--- src/inc/shc_pkg.sv ---
// Shared constants and types of the standby and halt controller
package shc_pkg;
	// ==========================================================
	// Clock and timing
	localparam int unsigned CLK_KHZ = 250000; // 250 MHz reference clock
	localparam int unsigned MODE_FILTER_NS = 187500; // 187.5 us noise window
	localparam int unsigned CARRY_SHORT_MS = 5;
	localparam int unsigned CARRY_LONG_MS = 100;
	// Least time rounds up to whole cycles
	localparam int unsigned MODE_FILTER_CYCLES = (MODE_FILTER_NS * (CLK_KHZ / 1000) + 999) / 1000;
	localparam int unsigned CARRY_SHORT_CYCLES = CARRY_SHORT_MS * CLK_KHZ;
	localparam int unsigned CARRY_LONG_CYCLES = CARRY_LONG_MS * CLK_KHZ;

	// ==========================================================
	// Register indices; byte address is four times the index
	localparam logic [7:0] IDX_IRQ_CTRL = 8'h00;
	localparam logic [7:0] IDX_IRQ_PEND = 8'h01;
	localparam logic [7:0] IDX_KEY = 8'h02;
	localparam logic [7:0] IDX_STATE = 8'h03;
	localparam logic [7:0] IDX_MODE = 8'h07;
	localparam logic [7:0] IDX_CARRY = 8'h17;

	// ==========================================================
	// Field positions
	localparam int unsigned IRQ_CTRL_GIE = 0;
	localparam int unsigned IRQ_CTRL_PERM_LSB = 1;
	localparam int unsigned KEY_ROUTE_EN = 4;
	localparam int unsigned KEY_ROUTE_LSB = 5;
	localparam int unsigned STATE_OP_LSB = 2;
	localparam int unsigned STATE_RST_PEND = 6;
	localparam int unsigned CARRY_FLAG = 0;
	localparam int unsigned CARRY_LONG_SEL = 1;

	// Halt operand bits
	localparam int unsigned OP_KEY = 0;
	localparam int unsigned OP_CARRY = 1;
	localparam int unsigned OP_IRQ = 3;

	// Interrupt sources, index order is hardware priority
	localparam logic [1:0] SRC_EXT = 2'h0;
	localparam logic [1:0] SRC_TIMER = 2'h1;
	localparam logic [1:0] SRC_VSYNC = 2'h2;
	localparam logic [1:0] SRC_SERIAL = 2'h3;

	// Reset values
	localparam logic [3:0] PERM_RESET = 4'h0;
	localparam logic [3:0] PULLDOWN_ON = 4'hF;

	// ==========================================================
	// Types
	typedef enum logic [1:0] {
		ST_RUN = 2'b00,
		ST_HALT = 2'b01,
		ST_STOP = 2'b10,
		ST_WAKE = 2'b11
	} shc_state_t;

	typedef struct packed {
		logic haltExec;
		logic stopExec;
		logic eiExec;
		logic diExec;
		logic retiExec;
		logic [3:0] operand;
	} shc_cpu_req_t;
endpackage

--- src/rtl/shc_standby_ctrl.sv ---
// Standby, halt and mode pin reset controller with APB register access
//
// Function
// RL1 - Mode pin levels shorter than 187.5 us are ignored.
// RL2 - Filtered mode level readable at bit 0 of register 07H.
// RL3 - Oscillator stop works only while filtered mode level is low, else no-op.
// RL4 - Rising filtered mode level triggers a mode pin reset.
// RL5 - That reset is applied at the next interval carry setting.
// RL6 - Software always gives the oscillator stop operand as 0000B.
// RL7 - Pause stops the CPU clock and holds the program counter there.
// RL8 - Pause works whatever the mode pin level.
// RL9 - Peripherals keep running, unchanged, during the pause.
// RL10 - Pause operand is a release mask; any enabled condition ends it.
// RL11 - Non-interrupt release continues with the next instruction.
// RL12 - Both resets end the pause; operand 0000B leaves only reset.
// RL13 - Operand 0001B releases on a high key input.
// RL14 - Key inputs have pull-downs always enabled.
// RL15 - One key pin may route to the converter; its latch holds.
// RL16 - Operand 0010B releases when the interval carry flag sets.
// RL17 - Interval carry flag at bit 0 of 17H, set every 5 or 100 ms.
// RL18 - Operand 1000B releases when an interrupt is accepted.
// RL19 - Interrupts need global enable and own permission to be accepted.
// RL20 - External pin, timer, vertical sync and serial can release the pause.
// RL21 - Interrupt release vectors; return resumes after the pause instruction.
// RL22 - External pin beats timer; pending timer is taken right after return.
// RL23 - Oscillator stop halts everything; a mode pin reset ends it.
// RL24 - Mode filter is a synchronous counter; edge detect uses filtered level.
`timescale 1ns/1ps
module shc_standby_ctrl #(
	parameter logic [31:0] FILTER_CYCLES = shc_pkg::MODE_FILTER_CYCLES,
	parameter logic [31:0] SHORT_CYCLES = shc_pkg::CARRY_SHORT_CYCLES,
	parameter logic [31:0] LONG_CYCLES = shc_pkg::CARRY_LONG_CYCLES
) (
	input wire logic ref_clk,
	input wire logic reset,
	input wire logic psel,
	input wire logic penable,
	input wire logic pwrite,
	input wire logic [7:0] paddr,
	input wire logic [31:0] pwdata,
	output logic [31:0] prdata,
	output logic pready,
	output logic pslverr,
	input wire logic modePin,
	input wire logic [3:0] keyPins,
	input wire logic [3:0] irqIn,
	input wire shc_pkg::shc_cpu_req_t cpuReq,
	output logic cpuClkRun,
	output logic pcHold,
	output logic oscRun,
	output logic ctrlInit,
	output logic modeResetOut,
	output logic haltReleased,
	output logic irqTake,
	output logic [1:0] irqVector,
	output logic [3:0] keyPullDownEn,
	output logic [3:0] adcRouteSel
);
	// ==========================================================
	// Declarations
	shc_pkg::shc_state_t state;
	logic [31:0] filterCnt;
	logic modeLevel;
	logic modeLevelDly;
	logic rstPend;
	logic modeResetFire;
	logic softRst;
	logic [31:0] tmrCnt;
	logic carrySet;
	logic carryFlag;
	logic carryLong;
	logic gie;
	logic [3:0] perm;
	logic [3:0] pend;
	logic inService;
	logic [3:0] haltOp;
	logic [3:0] keyLatch;
	logic routeEn;
	logic [1:0] routeIdx;
	logic [3:0] eligible;
	logic acceptNow;
	logic [1:0] acceptSrc;
	logic releaseNow;
	logic setupRd;
	logic wrEn;
	logic [7:0] regIdx;
	logic mapped;
	logic [31:0] rdValue;

	// ==========================================================
	// Mode pin filter
	// A level counts only after staying put for the full window, so a short glitch restarts the count
	always_ff @(posedge ref_clk) begin
		if (reset) begin
			filterCnt <= 32'h0;
			modeLevel <= 1'b0;
		end else if (modePin == modeLevel) begin
			filterCnt <= 32'h0; // RL1
		end else if (filterCnt >= FILTER_CYCLES - 32'h1) begin
			filterCnt <= 32'h0;
			modeLevel <= modePin; // RL24
		end else begin
			filterCnt <= filterCnt + 32'h1;
		end
	end

	// Edge detector on the filtered level only, never the raw pin
	always_ff @(posedge ref_clk) begin
		if (reset) begin
			modeLevelDly <= 1'b0;
		end else begin
			modeLevelDly <= modeLevel; // RL24
		end
	end

	// Mode reset waits for the carry, so it lands on a known timer phase
	assign modeResetFire = rstPend && carrySet; // RL5
	assign softRst = reset || modeResetFire; // RL12

	always_ff @(posedge ref_clk) begin
		if (reset || modeResetFire) begin
			rstPend <= 1'b0;
		end else if (modeLevel && !modeLevelDly) begin
			rstPend <= 1'b1; // RL4
		end
	end

	always_ff @(posedge ref_clk) begin
		if (reset) begin
			modeResetOut <= 1'b0;
		end else begin
			modeResetOut <= modeResetFire; // RL5
		end
	end

	// ==========================================================
	// Interval timer and carry flag
	// Runs in every state but the stopped one; the pause does not touch it
	always_ff @(posedge ref_clk) begin
		if (softRst) begin
			tmrCnt <= 32'h0;
		end else if (state == shc_pkg::ST_STOP) begin
			tmrCnt <= tmrCnt; // RL23
		end else if (carrySet) begin
			tmrCnt <= 32'h0;
		end else begin
			tmrCnt <= tmrCnt + 32'h1; // RL9
		end
	end

	assign carrySet = (state != shc_pkg::ST_STOP) &&
		(tmrCnt >= (carryLong ? LONG_CYCLES : SHORT_CYCLES) - 32'h1); // RL17

	// Hardware set beats a software clear in the same cycle
	always_ff @(posedge ref_clk) begin
		if (softRst) begin
			carryFlag <= 1'b0;
		end else if (carrySet) begin
			carryFlag <= 1'b1; // RL17
		end else if (wrEn && regIdx == shc_pkg::IDX_CARRY) begin
			carryFlag <= pwdata[shc_pkg::CARRY_FLAG];
		end
	end

	// ==========================================================
	// Key inputs
	// Pull-downs cannot be switched off by software
	always_ff @(posedge ref_clk) begin
		if (reset) begin
			keyPullDownEn <= shc_pkg::PULLDOWN_ON;
		end else begin
			keyPullDownEn <= shc_pkg::PULLDOWN_ON; // RL14
		end
	end

	// A routed pin leaves its latch frozen; a high left there releases a key pause at once
	for (genvar i = 0; i < 4; i++) begin : g_key
		always_ff @(posedge ref_clk) begin
			if (reset) begin
				keyLatch[i] <= 1'b0;
			end else if (!(routeEn && routeIdx == 2'(i))) begin
				keyLatch[i] <= keyPins[i]; // RL15
			end
		end
	end

	// One-hot selector means at most one pin reaches the converter
	always_ff @(posedge ref_clk) begin
		if (softRst) begin
			adcRouteSel <= 4'h0;
		end else begin
			adcRouteSel <= routeEn ? (4'h1 << routeIdx) : 4'h0; // RL15
		end
	end

	// ==========================================================
	// Interrupt acceptance
	// Lowest index wins; a source left pending is taken after the handler re-enables and returns
	assign eligible = pend & perm & {4{gie}} & {4{!inService}} &
		{4{(state == shc_pkg::ST_RUN) || (state == shc_pkg::ST_HALT && haltOp[shc_pkg::OP_IRQ])}}; // RL19
	assign acceptNow = |eligible; // RL20

	always_comb begin
		acceptSrc = shc_pkg::SRC_SERIAL;
		if (eligible[shc_pkg::SRC_EXT]) begin
			acceptSrc = shc_pkg::SRC_EXT; // RL22
		end else if (eligible[shc_pkg::SRC_TIMER]) begin
			acceptSrc = shc_pkg::SRC_TIMER;
		end else if (eligible[shc_pkg::SRC_VSYNC]) begin
			acceptSrc = shc_pkg::SRC_VSYNC;
		end
	end

	// Requests are sticky; a new request in the clearing cycle survives
	always_ff @(posedge ref_clk) begin
		if (softRst) begin
			pend <= 4'h0;
		end else begin
			for (int s = 0; s < 4; s++) begin
				if (irqIn[s]) begin
					pend[s] <= 1'b1;
				end else if (acceptNow && acceptSrc == 2'(s)) begin
					pend[s] <= 1'b0;
				end else if (wrEn && regIdx == shc_pkg::IDX_IRQ_PEND) begin
					pend[s] <= pwdata[s];
				end
			end
		end
	end

	// Acceptance drops global enable; the return instruction clears in-service, and an enable instruction reopens acceptance
	always_ff @(posedge ref_clk) begin
		if (softRst) begin
			gie <= 1'b0;
			inService <= 1'b0;
		end else begin
			if (acceptNow || cpuReq.diExec) begin
				gie <= 1'b0;
			end else if (cpuReq.eiExec) begin
				gie <= 1'b1;
			end else if (wrEn && regIdx == shc_pkg::IDX_IRQ_CTRL) begin
				gie <= pwdata[shc_pkg::IRQ_CTRL_GIE];
			end
			if (acceptNow) begin
				inService <= 1'b1;
			end else if (cpuReq.retiExec) begin
				inService <= 1'b0; // RL22
			end
		end
	end

	// Vector pulse; the CPU stacks the address after the pause for the return
	always_ff @(posedge ref_clk) begin
		if (softRst) begin
			irqTake <= 1'b0;
			irqVector <= 2'h0;
		end else begin
			irqTake <= acceptNow; // RL21
			irqVector <= acceptNow ? acceptSrc : irqVector;
		end
	end

	// ==========================================================
	// Standby state machine
	assign releaseNow = (haltOp[shc_pkg::OP_KEY] && |keyLatch) || // RL13
		(haltOp[shc_pkg::OP_CARRY] && carrySet) || // RL16
		(haltOp[shc_pkg::OP_IRQ] && acceptNow); // RL10 RL18

	always_ff @(posedge ref_clk) begin
		if (softRst) begin
			state <= shc_pkg::ST_RUN; // RL12
			haltOp <= 4'h0;
		end else begin
			case (state)
				shc_pkg::ST_RUN: begin
					if (cpuReq.haltExec) begin
						state <= shc_pkg::ST_HALT; // RL8
						haltOp <= cpuReq.operand;
					end else if (cpuReq.stopExec && !modeLevel) begin
						state <= shc_pkg::ST_STOP; // RL3
					end
				end
				shc_pkg::ST_HALT: begin
					if (releaseNow) begin
						state <= shc_pkg::ST_RUN; // RL11
					end
				end
				shc_pkg::ST_STOP: begin
					if (modeLevel && !modeLevelDly) begin
						state <= shc_pkg::ST_WAKE; // RL23
					end
				end
				default: begin
					state <= shc_pkg::ST_WAKE; // Waits for the pending mode reset
				end
			endcase
		end
	end

	// CPU clock and program counter freeze while not running
	always_ff @(posedge ref_clk) begin
		if (softRst) begin
			cpuClkRun <= 1'b1;
			pcHold <= 1'b0;
			oscRun <= 1'b1;
			haltReleased <= 1'b0;
			ctrlInit <= 1'b0;
		end else begin
			cpuClkRun <= (state == shc_pkg::ST_RUN && !cpuReq.haltExec &&
				!(cpuReq.stopExec && !modeLevel)) || (state == shc_pkg::ST_HALT && releaseNow); // RL7
			pcHold <= !((state == shc_pkg::ST_RUN && !cpuReq.haltExec &&
				!(cpuReq.stopExec && !modeLevel)) || (state == shc_pkg::ST_HALT && releaseNow));
			oscRun <= !(state == shc_pkg::ST_STOP || (state == shc_pkg::ST_RUN && !cpuReq.haltExec &&
				cpuReq.stopExec && !modeLevel)) || (state == shc_pkg::ST_STOP && modeLevel && !modeLevelDly);
			haltReleased <= (state == shc_pkg::ST_HALT) && releaseNow;
			ctrlInit <= (state == shc_pkg::ST_RUN) && !cpuReq.haltExec && cpuReq.stopExec && !modeLevel;
		end
	end

	// ==========================================================
	// Control registers
	// Stopping the oscillator puts the controls back to their initial values
	always_ff @(posedge ref_clk) begin
		if (softRst || ctrlInit) begin
			perm <= shc_pkg::PERM_RESET;
			routeEn <= 1'b0;
			routeIdx <= 2'h0;
			carryLong <= 1'b0;
		end else if (wrEn) begin
			if (regIdx == shc_pkg::IDX_IRQ_CTRL) begin
				perm <= pwdata[shc_pkg::IRQ_CTRL_PERM_LSB +: 4];
			end else if (regIdx == shc_pkg::IDX_KEY) begin
				routeEn <= pwdata[shc_pkg::KEY_ROUTE_EN];
				routeIdx <= pwdata[shc_pkg::KEY_ROUTE_LSB +: 2];
			end else if (regIdx == shc_pkg::IDX_CARRY) begin
				carryLong <= pwdata[shc_pkg::CARRY_LONG_SEL];
			end
		end
	end

	// ==========================================================
	// APB slave
	// Zero wait states: data is fetched in setup and handed out in access
	assign regIdx = {2'b00, paddr[7:2]};
	assign wrEn = psel && penable && pwrite && mapped;
	assign setupRd = psel && !penable && !pwrite;
	assign pready = 1'b1;
	assign pslverr = psel && penable && !mapped;

	always_comb begin
		mapped = 1'b1;
		rdValue = 32'h0;
		if (paddr[1:0] != 2'h0) begin
			mapped = 1'b0;
		end else if (regIdx == shc_pkg::IDX_IRQ_CTRL) begin
			rdValue = {27'h0, perm, gie};
		end else if (regIdx == shc_pkg::IDX_IRQ_PEND) begin
			rdValue = {28'h0, pend};
		end else if (regIdx == shc_pkg::IDX_KEY) begin
			rdValue = {25'h0, routeIdx, routeEn, keyLatch};
		end else if (regIdx == shc_pkg::IDX_STATE) begin
			rdValue = {25'h0, rstPend, haltOp, state};
		end else if (regIdx == shc_pkg::IDX_MODE) begin
			rdValue = {31'h0, modeLevel}; // RL2
		end else if (regIdx == shc_pkg::IDX_CARRY) begin
			rdValue = {30'h0, carryLong, carryFlag}; // RL17
		end else begin
			mapped = 1'b0;
		end
	end

	always_ff @(posedge ref_clk) begin
		if (reset) begin
			prdata <= 32'h0;
		end else if (setupRd) begin
			prdata <= rdValue;
		end
	end

	// ==========================================================
	// Checks
	AST_FILTER_WINDOW: assert property (@(posedge ref_clk) disable iff (reset) // RL1
		(modeLevel != $past(modeLevel)) |-> ($past(filterCnt) == FILTER_CYCLES - 32'h1 && $past(modePin) == modeLevel))
		else $error("Mode level changed before the filter window elapsed");
	AST_MODE_READ: assert property (@(posedge ref_clk) disable iff (reset) // RL2
		(setupRd && paddr == {shc_pkg::IDX_MODE[5:0], 2'b00}) |=> prdata[0] == $past(modeLevel))
		else $error("Mode flag read back wrong");
	AST_STOP_NOP: assert property (@(posedge ref_clk) disable iff (softRst) // RL3
		(state == shc_pkg::ST_RUN && cpuReq.stopExec && !cpuReq.haltExec && modeLevel) |=> state == shc_pkg::ST_RUN)
		else $error("Oscillator stop taken while mode level high");
	AST_STOP_TAKE: assert property (@(posedge ref_clk) disable iff (softRst) // RL23
		(state == shc_pkg::ST_RUN && cpuReq.stopExec && !cpuReq.haltExec && !modeLevel) |=> ##1 !oscRun && ctrlInit == 1'b0)
		else $error("Oscillator kept running after a valid stop");
	AST_RISE_PEND: assert property (@(posedge ref_clk) disable iff (reset) // RL4
		(modeLevel && !modeLevelDly && !carrySet) |=> rstPend)
		else $error("Filtered rising edge did not arm the mode reset");
	AST_RESET_AT_CARRY: assert property (@(posedge ref_clk) disable iff (reset) // RL5
		modeResetOut |-> ($past(rstPend) && $past(carrySet)))
		else $error("Mode reset not aligned to the carry");
	AST_HALT_ENTER: assert property (@(posedge ref_clk) disable iff (softRst) // RL7
		(state == shc_pkg::ST_RUN && cpuReq.haltExec) |=> (state == shc_pkg::ST_HALT && !cpuClkRun && pcHold))
		else $error("Pause did not freeze the CPU");
	AST_TIMER_RUNS: assert property (@(posedge ref_clk) disable iff (softRst) // RL9
		(state == shc_pkg::ST_HALT && !carrySet) |=> tmrCnt == $past(tmrCnt) + 32'h1)
		else $error("Interval timer stalled during pause");
	AST_ONLY_RESET: assert property (@(posedge ref_clk) disable iff (softRst) // RL12
		(state == shc_pkg::ST_HALT && haltOp == 4'h0) |=> state == shc_pkg::ST_HALT)
		else $error("Pause with empty mask left without reset");
	AST_KEY_RELEASE: assert property (@(posedge ref_clk) disable iff (softRst) // RL13
		(state == shc_pkg::ST_HALT && haltOp[shc_pkg::OP_KEY] && |keyLatch) |=> (state == shc_pkg::ST_RUN && haltReleased))
		else $error("High key input did not end the pause");
	AST_CARRY_RELEASE: assert property (@(posedge ref_clk) disable iff (softRst) // RL16
		(state == shc_pkg::ST_HALT && haltOp[shc_pkg::OP_CARRY] && carrySet) |=> (state == shc_pkg::ST_RUN && carryFlag))
		else $error("Carry setting did not end the pause");
	AST_IRQ_GATED: assert property (@(posedge ref_clk) disable iff (softRst) // RL19
		irqTake |-> ($past(gie) && $past(perm[acceptSrc]) && !$past(inService)))
		else $error("Interrupt accepted without enables");
	AST_EXT_FIRST: assert property (@(posedge ref_clk) disable iff (softRst) // RL22
		(eligible[shc_pkg::SRC_EXT] && eligible[shc_pkg::SRC_TIMER]) |=> (irqTake && irqVector == shc_pkg::SRC_EXT))
		else $error("Timer served ahead of external pin");
	AST_LATCH_HOLD: assert property (@(posedge ref_clk) disable iff (reset) // RL15
		(routeEn && $past(routeEn) && routeIdx == $past(routeIdx)) |-> keyLatch[routeIdx] == $past(keyLatch[routeIdx]))
		else $error("Routed key latch changed");
endmodule

--- config.mk ---
export PLATFORM = sky130hd
export DESIGN_NAME = shc_standby_ctrl
export DESIGN_NICKNAME = d
export VERILOG_FILES = /design/src/inc/shc_pkg.sv /design/src/rtl/shc_standby_ctrl.sv
export SDC_FILE = /design/constraint.sdc
export NUM_CORES = 1
export LEC_CHECK = 0
export ABC_AREA = 1
export BUFFER_PORTS_ARGS = -buffer_cell sky130_fd_sc_hd__buf_4
export CAP_MARGIN = 5
export CORE_UTILIZATION = 57
export CTS_CLUSTER_SIZE = 10
export DETAILED_ROUTE_END_ITERATION = 10
export GPL_TIMING_DRIVEN = 0
export PLACE_DENSITY = 0.86
export RECOVER_POWER = 25
export SETUP_SLACK_MARGIN = 0.05
export SYNTH_ARGS = -nofsm -noshare
export SYNTH_HDL_FRONTEND = slang
export SYNTH_SLANG_ARGS = --single-unit
--- constraint.sdc ---
create_clock -name ref_clk -period 4.5 [get_ports ref_clk]
set_input_delay 0.225 -clock ref_clk [delete_from_list [all_inputs] [get_ports ref_clk]]
set_output_delay 0.225 -clock ref_clk [all_outputs]
set_load 0.005 [all_outputs]
==> results.sh, run 1 <==
export IMPL_status="finished with violations"
export IMPL_violations="design-rule violations"
export IMPL_synth_cell_types=43
export IMPL_overflow=0
export IMPL_io_buffers=58
export IMPL_first_pass_iters=10
export IMPL_syn_area_um2=5310
export IMPL_yosys_warnings=0
export IMPL_drc_errors=9
export IMPL_root_buffer="clkbuf_8"
export IMPL_rows=34
export IMPL_finalWeightedCongestion=0.972
export IMPL_final_common_cell="nor2_1"
export IMPL_clk_path_buf_depth=2
export IMPL_layout_drive_gt1_share_pct=14.9
export IMPL_synth_compound_area_share_pct=9.36
export IMPL_critical_path_required_ns=4.76
export IMPL_numCtsBuffers=9
export IMPL_die_height_um=98.5
export IMPL_drt_iter0_markers=252
export IMPL_synthSimpleGateAreaFrac_pct=27.4
export IMPL_cts_tree="built"
export IMPL_regArea_um2=2240
export IMPL_fillers=758
export IMPL_routed_wirelength_mm=11.7
export IMPL_start_util_pct=60.0
export IMPL_synthMuxAreaShare_pct=1.51
export IMPL_die_area_um2=9700
export IMPL_post_route_period_util_pct=61.6
export IMPL_hold_path_class="in -> reg"
export IMPL_dpl_worst_slack_ns=1.77
export IMPL_ys_seq_elements=112
export IMPL_synth_top_family_by_area="simple AND/OR/NAND/NOR gates"
export IMPL_grt_max_degree=21
export IMPL_grtUsageTotal_pct=25.4
export IMPL_synth_main_ff_cell="dfxtp_1"
export IMPL_core_area_um2=8850
export IMPL_ir_drop_v=0.000160
export IMPL_ioPinCount=114
export IMPL_syn2layout_area_growth_pct=17.5
export IMPL_startpoint="carryLong"
export IMPL_fmax_mhz=361
export IMPL_async_flop_share_pct=0
export IMPL_power_mw=1.77
export IMPL_period_needed_ns=2.77
export IMPL_relSlewSlack_pct=65.1
export IMPL_avgViaCountPerCell=5.07
export IMPL_die_w_um=98.5
export IMPL_synth_edff_count=0
export IMPL_skew_ns=0.0165
export IMPL_hold_buffers=1
export IMPL_clk_latency_ns=0.38
export IMPL_syn_mean_instance_area_um2=7.39
export IMPL_path_clk_slew_ns=0.11
export IMPL_fin_setup_tns_ns=0
export IMPL_cp_arrival_ns=3.04
export IMPL_setup_viol=0
export IMPL_criticalPathCategory="reg -> reg"
export IMPL_drv_cap=0
export IMPL_tightest_slew_ns=0.524
export IMPL_vias=4788
export IMPL_rsz0062_at_grt="no"
export IMPL_grt_pass1_wl_mm=19.8
export IMPL_multi_input_area_um2=2610
export IMPL_nets=912
export IMPL_hpwl_mm=9.29
export IMPL_yosysSeqAreaShare_pct=42.2
export IMPL_r2r_start="carryLong"
export IMPL_final_cell_mix="135 x nor2_1, 117 x nand2_1, 112 x dfxtp_1, 85 x inv_1, 68 x buf_4"
export IMPL_finalHoldViolations=0
export IMPL_synth_cells=718
export IMPL_crit_path_max_fanout=11
export IMPL_cts_resized=0
export IMPL_hold_slack_ns=0.0590
export IMPL_cts_setup_buffers=0
export IMPL_synthAdderAreaFrac_pct=4.01
export IMPL_cts_max_level=3
export IMPL_antenna_found_initial=0
export IMPL_critPathCaptureType="flip-flop"
export IMPL_slew_viol_final=0
export IMPL_worst_slack_ns=1.73
export IMPL_hold_start="irqIn[3]"
export IMPL_p_leak_nw=2.80
export IMPL_placed_cell_area_um2=6040
export IMPL_grt_pass1_vias=4469
export IMPL_num_antenna_cells=0
export IMPL_synth_xor_area_share_pct=3.63
export IMPL_cts_sinks=112
export IMPL_cp_start_kind="flip-flop"
export IMPL_power_density_nw_per_um2=283
export IMPL_routedWlPerCell_um=12.4
export IMPL_ant_nets=0
export IMPL_final_area_um2=6240
[final cells by class]
type | count | share of cell area [%]
Multi-Input combinational cell | 520 | 41.8
Clock buffer | 10 | 2.21
Buffer | 38 | 4.43
Clock inverter | 6 | 0.942
Timing Repair Buffer | 59 | 6.96
Sequential cell | 112 | 35.9
Tap cell | 108 | 2.17
Inverter | 92 | 5.53
[kinds of logic (layout without fill, tap and decap cells)]
family,after synthesis,in the layout
and+or+nand+nor,338,338
buffers and inverters,130,205
DFF,112,112
AOI/OAI and AO/OA,89,89
xor gates and xnor gates,22,22
adders and majority gates,17,17
muxes,8,8
other,2,46
[critical path, cell delays in order, from the launching register on]
cell	delay (ns)
dfxtp_1	0.48
inv_1	0.30
ha_1	0.40
nand2_1	0.05
nor3b_1	0.23
nand2_1	0.11
nor2_1	0.11
nand2_1	0.06
nand2_1	0.10
nand2_1	0.16
nand2_1	0.29
buf_2	0.30
nor2_1	0.07
[state kept, by name, indices dropped and copies added, names as in the netlist, 2 cells and up]
signal	count
irqVector	2
tmrCnt	32
pend	4
state	2
routeIdx	2
perm	4
prdata	7
keyLatch	4
filterCnt	32
haltOp	4
adcRouteSel	4
[stage by stage]
step | util [%] | cells
CTS | 70.6 | 945
global placement | 68.3 | 928
floorplan | - | 762
detailed placement | 68.3 | 928
finish | 70.5 | 945
global route | 70.5 | 945
[Yosys cell counts, types with 3 or more instances]
master / instances / area share (%)
a21oi_1: 40 / 3.8
o21ai_1: 3 / 0.28
nand3_1: 33 / 3.1
clkbuf_1: 3 / 0.21
mux2i_1: 8 / 1.5
a31oi_1: 4 / 0.47
nor2_1: 135 / 9.5
inv_2: 8 / 0.57
inv_1: 83 / 5.9
nor2_4: 3 / 0.64
o21ai_0: 27 / 2.5
xor2_1: 14 / 2.3
xnor2_1: 8 / 1.3
buf_4: 31 / 4.4
nor3b_1: 4 / 0.57
ha_1: 17 / 4.0
nand2_1: 117 / 8.3
nand4_1: 8 / 0.94
dfxtp_1: 112 / 42
nor3_1: 28 / 2.6
[power by group]
part	switching, mW	leakage, nW	total [mW]	internal [mW]
sequential	0.0155	0.914	1.03	1.02
combinational	0.0827	1.78	0.150	0.0676
clock	0.353	0.102	0.582	0.229
total	0.451	2.80	1.77	1.31
[layer usage]
layer / part of all wire (%) / track usage, % / routed length (µm) / up-vias
met5: 0 / 0 / 0 / -
met2: 49 / 44.2 / 5710 / 160
li1: - / - / - / 2440
met3: 7.1 / 4.18 / 836 / 30
met1: 42 / 31.7 / 4960 / 2158
met4: 2.0 / 9.30 / 236 / 0
[worst paths after layout]
path | end | cells past startpoint | slack [ns]
worst max register to register | tmrCnt[24] | 12 | 1.73
worst max-delay path | tmrCnt[24] | 12 | 1.73
worst min-delay path | pend[3] | 3 | 0.06
worst min register to register | tmrCnt[26] | 2 | 0.45
No activity file was read; power rests on OpenSTA's default activity.
==> inputs of run 2 (changes only) <==
Settings changed: ABC_AREA 1 to 0, CORE_UTILIZATION 57 to 54, PLACE_DENSITY 0.86 to 0.83.
Clock period 4.5 ns to 2.8 ns, I/O delays scaled along.
==> results.sh, run 2 <==
export IMPL_r2r_setup_slack_ns=0.19
export IMPL_path_common_cell="buf_4"
export IMPL_core_area_um2=9200
export IMPL_root_buffer="clkbuf_8"
export IMPL_path_clk_slew_ns=0.10
export IMPL_synth_main_ff_cell="dfxtp_1"
export IMPL_path_cells="inv_2 > ha_1 > a211o_1 > a21oi_1 > o211ai_2 > nor4_4 > buf_4 > o31ai_4 > buf_4 > buf_6 > a311o_1"
export IMPL_cp_start_kind="flip-flop"
export IMPL_grt_pass1_vias=4145
export IMPL_final_common_cell="dfxtp_1"
export IMPL_layout_drive_gt1_share_pct=19.4
export IMPL_ir_drop_v=0.000229
export IMPL_relSlewSlack_pct=56.1
export IMPL_ys_top_cells_by_count="112 x dfxtp_1, 96 x nor2_1, 30 x buf_4"
export IMPL_cp_slowest_cell="dfxtp_4"
export IMPL_synth_cells=562
export IMPL_r2r_cells=11
export IMPL_finalWeightedCongestion=0.896
export IMPL_die_w_um=99.4
export IMPL_async_flop_share_pct=0
export IMPL_clk_latency_ns=0.38
export IMPL_die_height_um=99.4
export IMPL_overflow=0
export IMPL_cts_max_level=3
export IMPL_syn2layout_area_growth_pct=21.5
export IMPL_r2r_start="carryLong"
export IMPL_vias=4368
export IMPL_top_regs="filterCnt: 32 flops, tmrCnt: 32 flops, prdata: 7 flops"
export IMPL_finalHoldViolations=0
export IMPL_fmax_mhz=383
export IMPL_final_cell_mix="111 x dfxtp_1, 96 x nor2_1, 73 x buf_4, 46 x conb_1, 28 x nand2_1"
export IMPL_p_leak_nw=2.61
export IMPL_grt_pass1_wl_mm=18.8
export IMPL_dpl_worst_slack_ns=-0.402
export IMPL_first_pass_iters=4
export IMPL_final_util_pct=67.6
export IMPL_hold_path_class="in -> reg"
export IMPL_io_buffers=57
export IMPL_yosysTopAreaCellShare_pct=43.8
export IMPL_rsz0062_at_grt="no"
export IMPL_routedWlPerCell_um=14.2
export IMPL_synth_cell_types=62
export IMPL_die_area_um2=9870
export IMPL_synth_edff_count=0
export IMPL_status="complete, no violations"
export IMPL_r2r_end="cpuClkRun"
export IMPL_period_needed_ns=2.61
export IMPL_start_util_pct=55.7
export IMPL_path_delay_family="compound AO/OA/AOI/OAI gates"
export IMPL_synthTopCellsByArea="dfxtp_1 44%, nor2_1 7.0%, buf_4 4.4%"
export IMPL_ys_seq_elements=112
export IMPL_cts_sinks=112
export IMPL_yosysTopAreaCell="dfxtp_1"
export IMPL_holdPathStages=3
export IMPL_ioPinCount=114
export IMPL_avgViaCountPerCell=5.41
export IMPL_cp_arrival_ns=2.87
export IMPL_critPathCaptureType="flip-flop"
export IMPL_cts_tree="built"
export IMPL_post_route_period_util_pct=93.3
export IMPL_clk_path_buf_depth=2
export IMPL_drv_cap=0
export IMPL_criticalPathCategory="reg -> reg"
export IMPL_hold_start="keyPins[0]"
export IMPL_ant_nets=0
export IMPL_crit_path_max_fanout=10
export IMPL_post_synth_top_count_cell="dfxtp_1"
export IMPL_syn_area_um2=5120
export IMPL_cpPeakStageDelay_ns=0.42
export IMPL_critical_path_required_ns=3.06
export IMPL_numCtsBuffers=9
export IMPL_hpwl_mm=8.36
export IMPL_grtUsageTotal_pct=23.8
export IMPL_nets=772
export IMPL_tightest_slew_ns=0.650
export IMPL_skew_ns=0.0119
export IMPL_yosysSeqAreaShare_pct=43.8
export IMPL_routed_wirelength_mm=11.4
export IMPL_worst_slack_ns=0.187
export IMPL_grt_max_degree=18
export IMPL_drt_iter0_markers=196
export IMPL_syn_mean_instance_area_um2=9.11
export IMPL_antenna_found_initial=0
export IMPL_min_to="keyLatch[0]"
export IMPL_cp_num_buf_inv=4
export IMPL_drc_errors=0
export IMPL_yosys_warnings=0
export IMPL_setup_viol=0
export IMPL_num_antenna_cells=0
export IMPL_rows=35
export IMPL_slew_viol_final=0
export IMPL_power_density_nw_per_um2=451
run 2: cell count changes after synthesis, sizes merged, moves of 11 or more:
cell / before / now
o21ai: 31 / 8
nor3: 29 / 15
nor2: 140 / 96
a21oi: 41 / 22
inv: 91 / 11
xor2: 14 / 25
nand2: 118 / 28
mux2i: 8 / 22
run 2: layout make-up:
class	instances	area (µm²)
plain buffers	48	308
clock buffers	12	145
clock inverters	4	30.0
fillers	714	2980
inverters	11	41.3
multi-input cells	435	2720
flip-flops and latches	112	2250
well taps	111	139
repair buffers	75	587
run 2: power by group:
part	switching, mW	internal (mW)
clock	0.532	0.351
sequential	0.0302	1.63
combinational	0.124	0.134
run 2: kinds of logic (layout without fill, tap and decap cells):
logic type	after synthesis	count (layout)	synth area share, %
AOI/OAI and AO/OA	70	70	9.46
buffers and inverters	59	150	6.75
xor gates and xnor gates	40	40	6.84
other	2	46	0.147
DFF	112	112	43.8
adders and majority gates	17	17	4.16
muxes	27	27	5.40
and+or+nand+nor	235	235	23.4
run 2: worst min-delay path: cells and delay by family:
| family | cells | cell delay (ns) |
|---|---|---|
| AND/OR/NAND/NOR | 1 | 0.09 |
| buffers and inverters | 1 | 0.08 |
| multiplexers | 1 | 0.05 |
run 2: worst max-delay path by stage:
stage	start	to	slack [ns]	cells past startpoint
6_report	carryLong	cpuClkRun	0.19	11
5_1_grt	carryLong	tmrCnt[24]	0.04	10
4_1_cts	carryLong	routeEn	0.12	10
3_5_place_dp	carryLong	routeEn	-0.40	9
3_3_place_gp	carryLong	carryLong	-0.32	9
2_1_floorplan	carryLong	cpuClkRun	0.30	9
run 2: layer usage:
layer | vias to the layer above | global-route usage (%) | wire length (µm)
met5 | - | 0 | 0
met4 | 0 | 8.26 | 226
met3 | 20 | 4.92 | 744
met2 | 155 | 40.6 | 5540
met1 | 2033 | 30.0 | 4920
li1 | 2160 | - | -
run 2: repair_timing:
item / CTS / global route
endpoints found under the hold margin: 14 / 0
hold buffers: 11 / 0
gates resized for setup: 7 / 3
pin swaps: 2 / 1
setup buffers: 4 / 3
endpoints found under the setup margin: 64 / 72
run 2: stage by stage:
stage	cells	cell area, µm²	power [mW]	hold slack, ns	setup TNS [ns]
after detailed placement	774	5850	1.93	0.316	-14.28
after global routing	808	6220	2.93	0.00505	0
after global placement	774	5850	1.93	0.316	-10.09
final	808	6220	2.80	0.0133	0
after CTS	805	6180	2.82	0.000254	0
after floorplan	606	5280	1.84	0.209	0
==> inputs of run 3 (changes only) <==
Settings changed: CORE_ASPECT_RATIO set to 0.8.
==> results.sh, run 3 (synthesis gave the netlist of run 2 again) <==
export IMPL_ioPinCount=114
export IMPL_clk_path_buf_depth=2
export IMPL_hold_path_class="in -> reg"
export IMPL_holdPathStages=3
export IMPL_fin_setup_tns_ns=0
export IMPL_criticalPathCategory="reg -> reg"
export IMPL_p_leak_nw=2.63
export IMPL_slew_viol_final=0
export IMPL_hold_start="irqIn[2]"
export IMPL_grt_pass1_vias=4093
export IMPL_num_antenna_cells=0
export IMPL_r2r_setup_slack_ns=0.18
export IMPL_drc_errors=0
export IMPL_core_area_um2=9110
export IMPL_drv_cap=0
export IMPL_r2r_cells=10
export IMPL_overflow=0
export IMPL_path_cells="clkinvlp_4 > buf_4 > ha_1 > nand4b_1 > a311oi_2 > nor4_4 > buf_4 > o21ai_2 > clkbuf_2 > nor2_1"
export IMPL_drt_iter0_markers=318
export IMPL_route_met2_wl_mm=5.90
export IMPL_cp_start_kind="flip-flop"
export IMPL_cts_max_level=3
export IMPL_cts_sinks=112
export IMPL_root_buffer="clkbuf_16"
export IMPL_grt_pass1_wl_mm=19.1
export IMPL_finalHoldViolations=0
export IMPL_cts_tree="built"
export IMPL_setup_viol=0
export IMPL_relSlewSlack_pct=56.0
export IMPL_post_route_period_util_pct=93.7
export IMPL_layout_drive_gt1_share_pct=19.8
export IMPL_nets=764
export IMPL_top_layer_used="met4"
export IMPL_rows=31
export IMPL_r2r_end="tmrCnt[23]"
export IMPL_start_util_pct=56.2
export IMPL_hold_slack_ns=0.00391
export IMPL_path_clk_slew_ns=0.07
export IMPL_final_cell_mix="111 x dfxtp_1, 96 x nor2_1, 74 x buf_4, 46 x conb_1, 28 x nand2_1"
export IMPL_routedWlPerCell_um=15.1
export IMPL_power_mw=3.17
export IMPL_period_needed_ns=2.62
export IMPL_placed_cell_area_um2=5860
export IMPL_ant_nets=0
export IMPL_die_height_um=89.1
export IMPL_met3_length_um=685
export IMPL_power_density_nw_per_um2=505
export IMPL_min_to="pend[2]"
export IMPL_path_common_cell="buf_4"
export IMPL_fmax_mhz=381
export IMPL_numCtsBuffers=9
export IMPL_die_w_um=111
export IMPL_grtUsageTotal_pct=24.5
export IMPL_finalWeightedCongestion=0.967
export IMPL_met1_length_mm=5.23
export IMPL_fillers=697
export IMPL_cpPeakStageDelay_ns=0.40
export IMPL_top_regs="filterCnt: 32 flops, tmrCnt: 32 flops, prdata: 7 flops"
export IMPL_syn2layout_area_growth_pct=22.4
export IMPL_cp_arrival_ns=2.86
export IMPL_r2r_start="carryLong"
export IMPL_ir_drop_v=0.000483
export IMPL_status="complete, no violations"
export IMPL_die_area_um2=9870
export IMPL_routed_wirelength_mm=12.2
export IMPL_crit_path_max_fanout=10
export IMPL_first_pass_iters=5
export IMPL_critical_path_required_ns=3.04
export IMPL_clk_latency_ns=0.36
export IMPL_io_buffers=57
export IMPL_final_util_pct=68.7
export IMPL_skew_ns=0.00666
export IMPL_cp_slowest_cell="dfxtp_4"
export IMPL_rsz0062_at_grt="no"
export IMPL_vias=4444
export IMPL_critPathCaptureType="flip-flop"
export IMPL_hpwl_mm=8.75
export IMPL_antenna_found_initial=0
export IMPL_tightest_slew_ns=0.655
export IMPL_final_common_cell="dfxtp_1"
export IMPL_avgViaCountPerCell=5.53
export IMPL_final_area_um2=6270
export IMPL_grt_max_degree=21
==> run 3: cell types whose count changed in the layout (fill, tap and decap cells not counted), sizes merged <==
cell         previous run  this run
clkinvlp                1         2
clkbuf                 45        42
dlygate4sd3            11         2
inv                    11        14
clkinv                  3         2
==> run 3: final cells by class <==
class / instances / area [µm²] / area share (%)
Timing Repair Buffer: 66 / 489 / 7.81
Sequential cell: 112 / 2250 / 35.8
Inverter: 11 / 45.0 / 0.719
Timing Repair inverter: 1 / 5.00 / 0.0799
Clock inverter: 6 / 62.6 / 0.998
Tap cell: 115 / 144 / 2.30
Multi-Input combinational cell: 435 / 2730 / 43.6
Clock buffer: 9 / 225 / 3.59
Buffer: 48 / 317 / 5.05
==> run 3: worst max-delay path, delay by kind of cell, from the launching register on <==
family                     cells  cell delay, ns
DFF                            1            0.40
AOI/OAI and AO/OA              2            0.69
and+or+nand+nor                3            0.33
adders and majority gates      1            0.28
buffers and inverters          4            0.79
==> run 3: stage by stage <==
stage | worst slack [ns] | instances
finish | 0.178 | 803
global route | 0.0501 | 803
CTS | 0.0401 | 799
detailed placement | -0.336 | 778
global placement | -0.218 | 778
floorplan | 0.299 | 606
==> run 3: how the worst max path moves through the flow <==
stage / start / to / cells after the start
floorplan: carryLong / cpuClkRun / 9
global placement: carryLong / perm[3] / 9
detailed placement: carryLong / perm[3] / 9
CTS: carryLong / inService / 10
global route: carryLong / tmrCnt[23] / 10
finish: carryLong / tmrCnt[23] / 10
==> run 3: report_power, final <==
part / switching [mW] / leakage (nW) / total, mW / internal [mW]
Sequential: 0.0316 / 0.915 / 1.66 / 1.63
Clock: 0.627 / 0.142 / 1.25 / 0.624
Combinational: 0.126 / 1.57 / 0.252 / 0.126
Total: 0.785 / 2.63 / 3.17 / 2.38
==> run 3: routing by layer <==
metal | vias to the layer above | global-route usage, %
li1 | 2145 | -
met1 | 2092 | 31.1
met2 | 169 | 40.3
met3 | 38 | 5.15
met4 | 0 | 12.7
met5 | - | 0
==> run 3: what timing repair did <==
action                                  in CTS  in global routing
endpoints found under the setup margin      64                 73
gates cloned                                 0                  1
hold buffers                                 2                  0
buffers inserted                             4                  3
resized for setup                           10                  7
pin swaps                                    2                  3
hold endpoints to repair                     2                  0
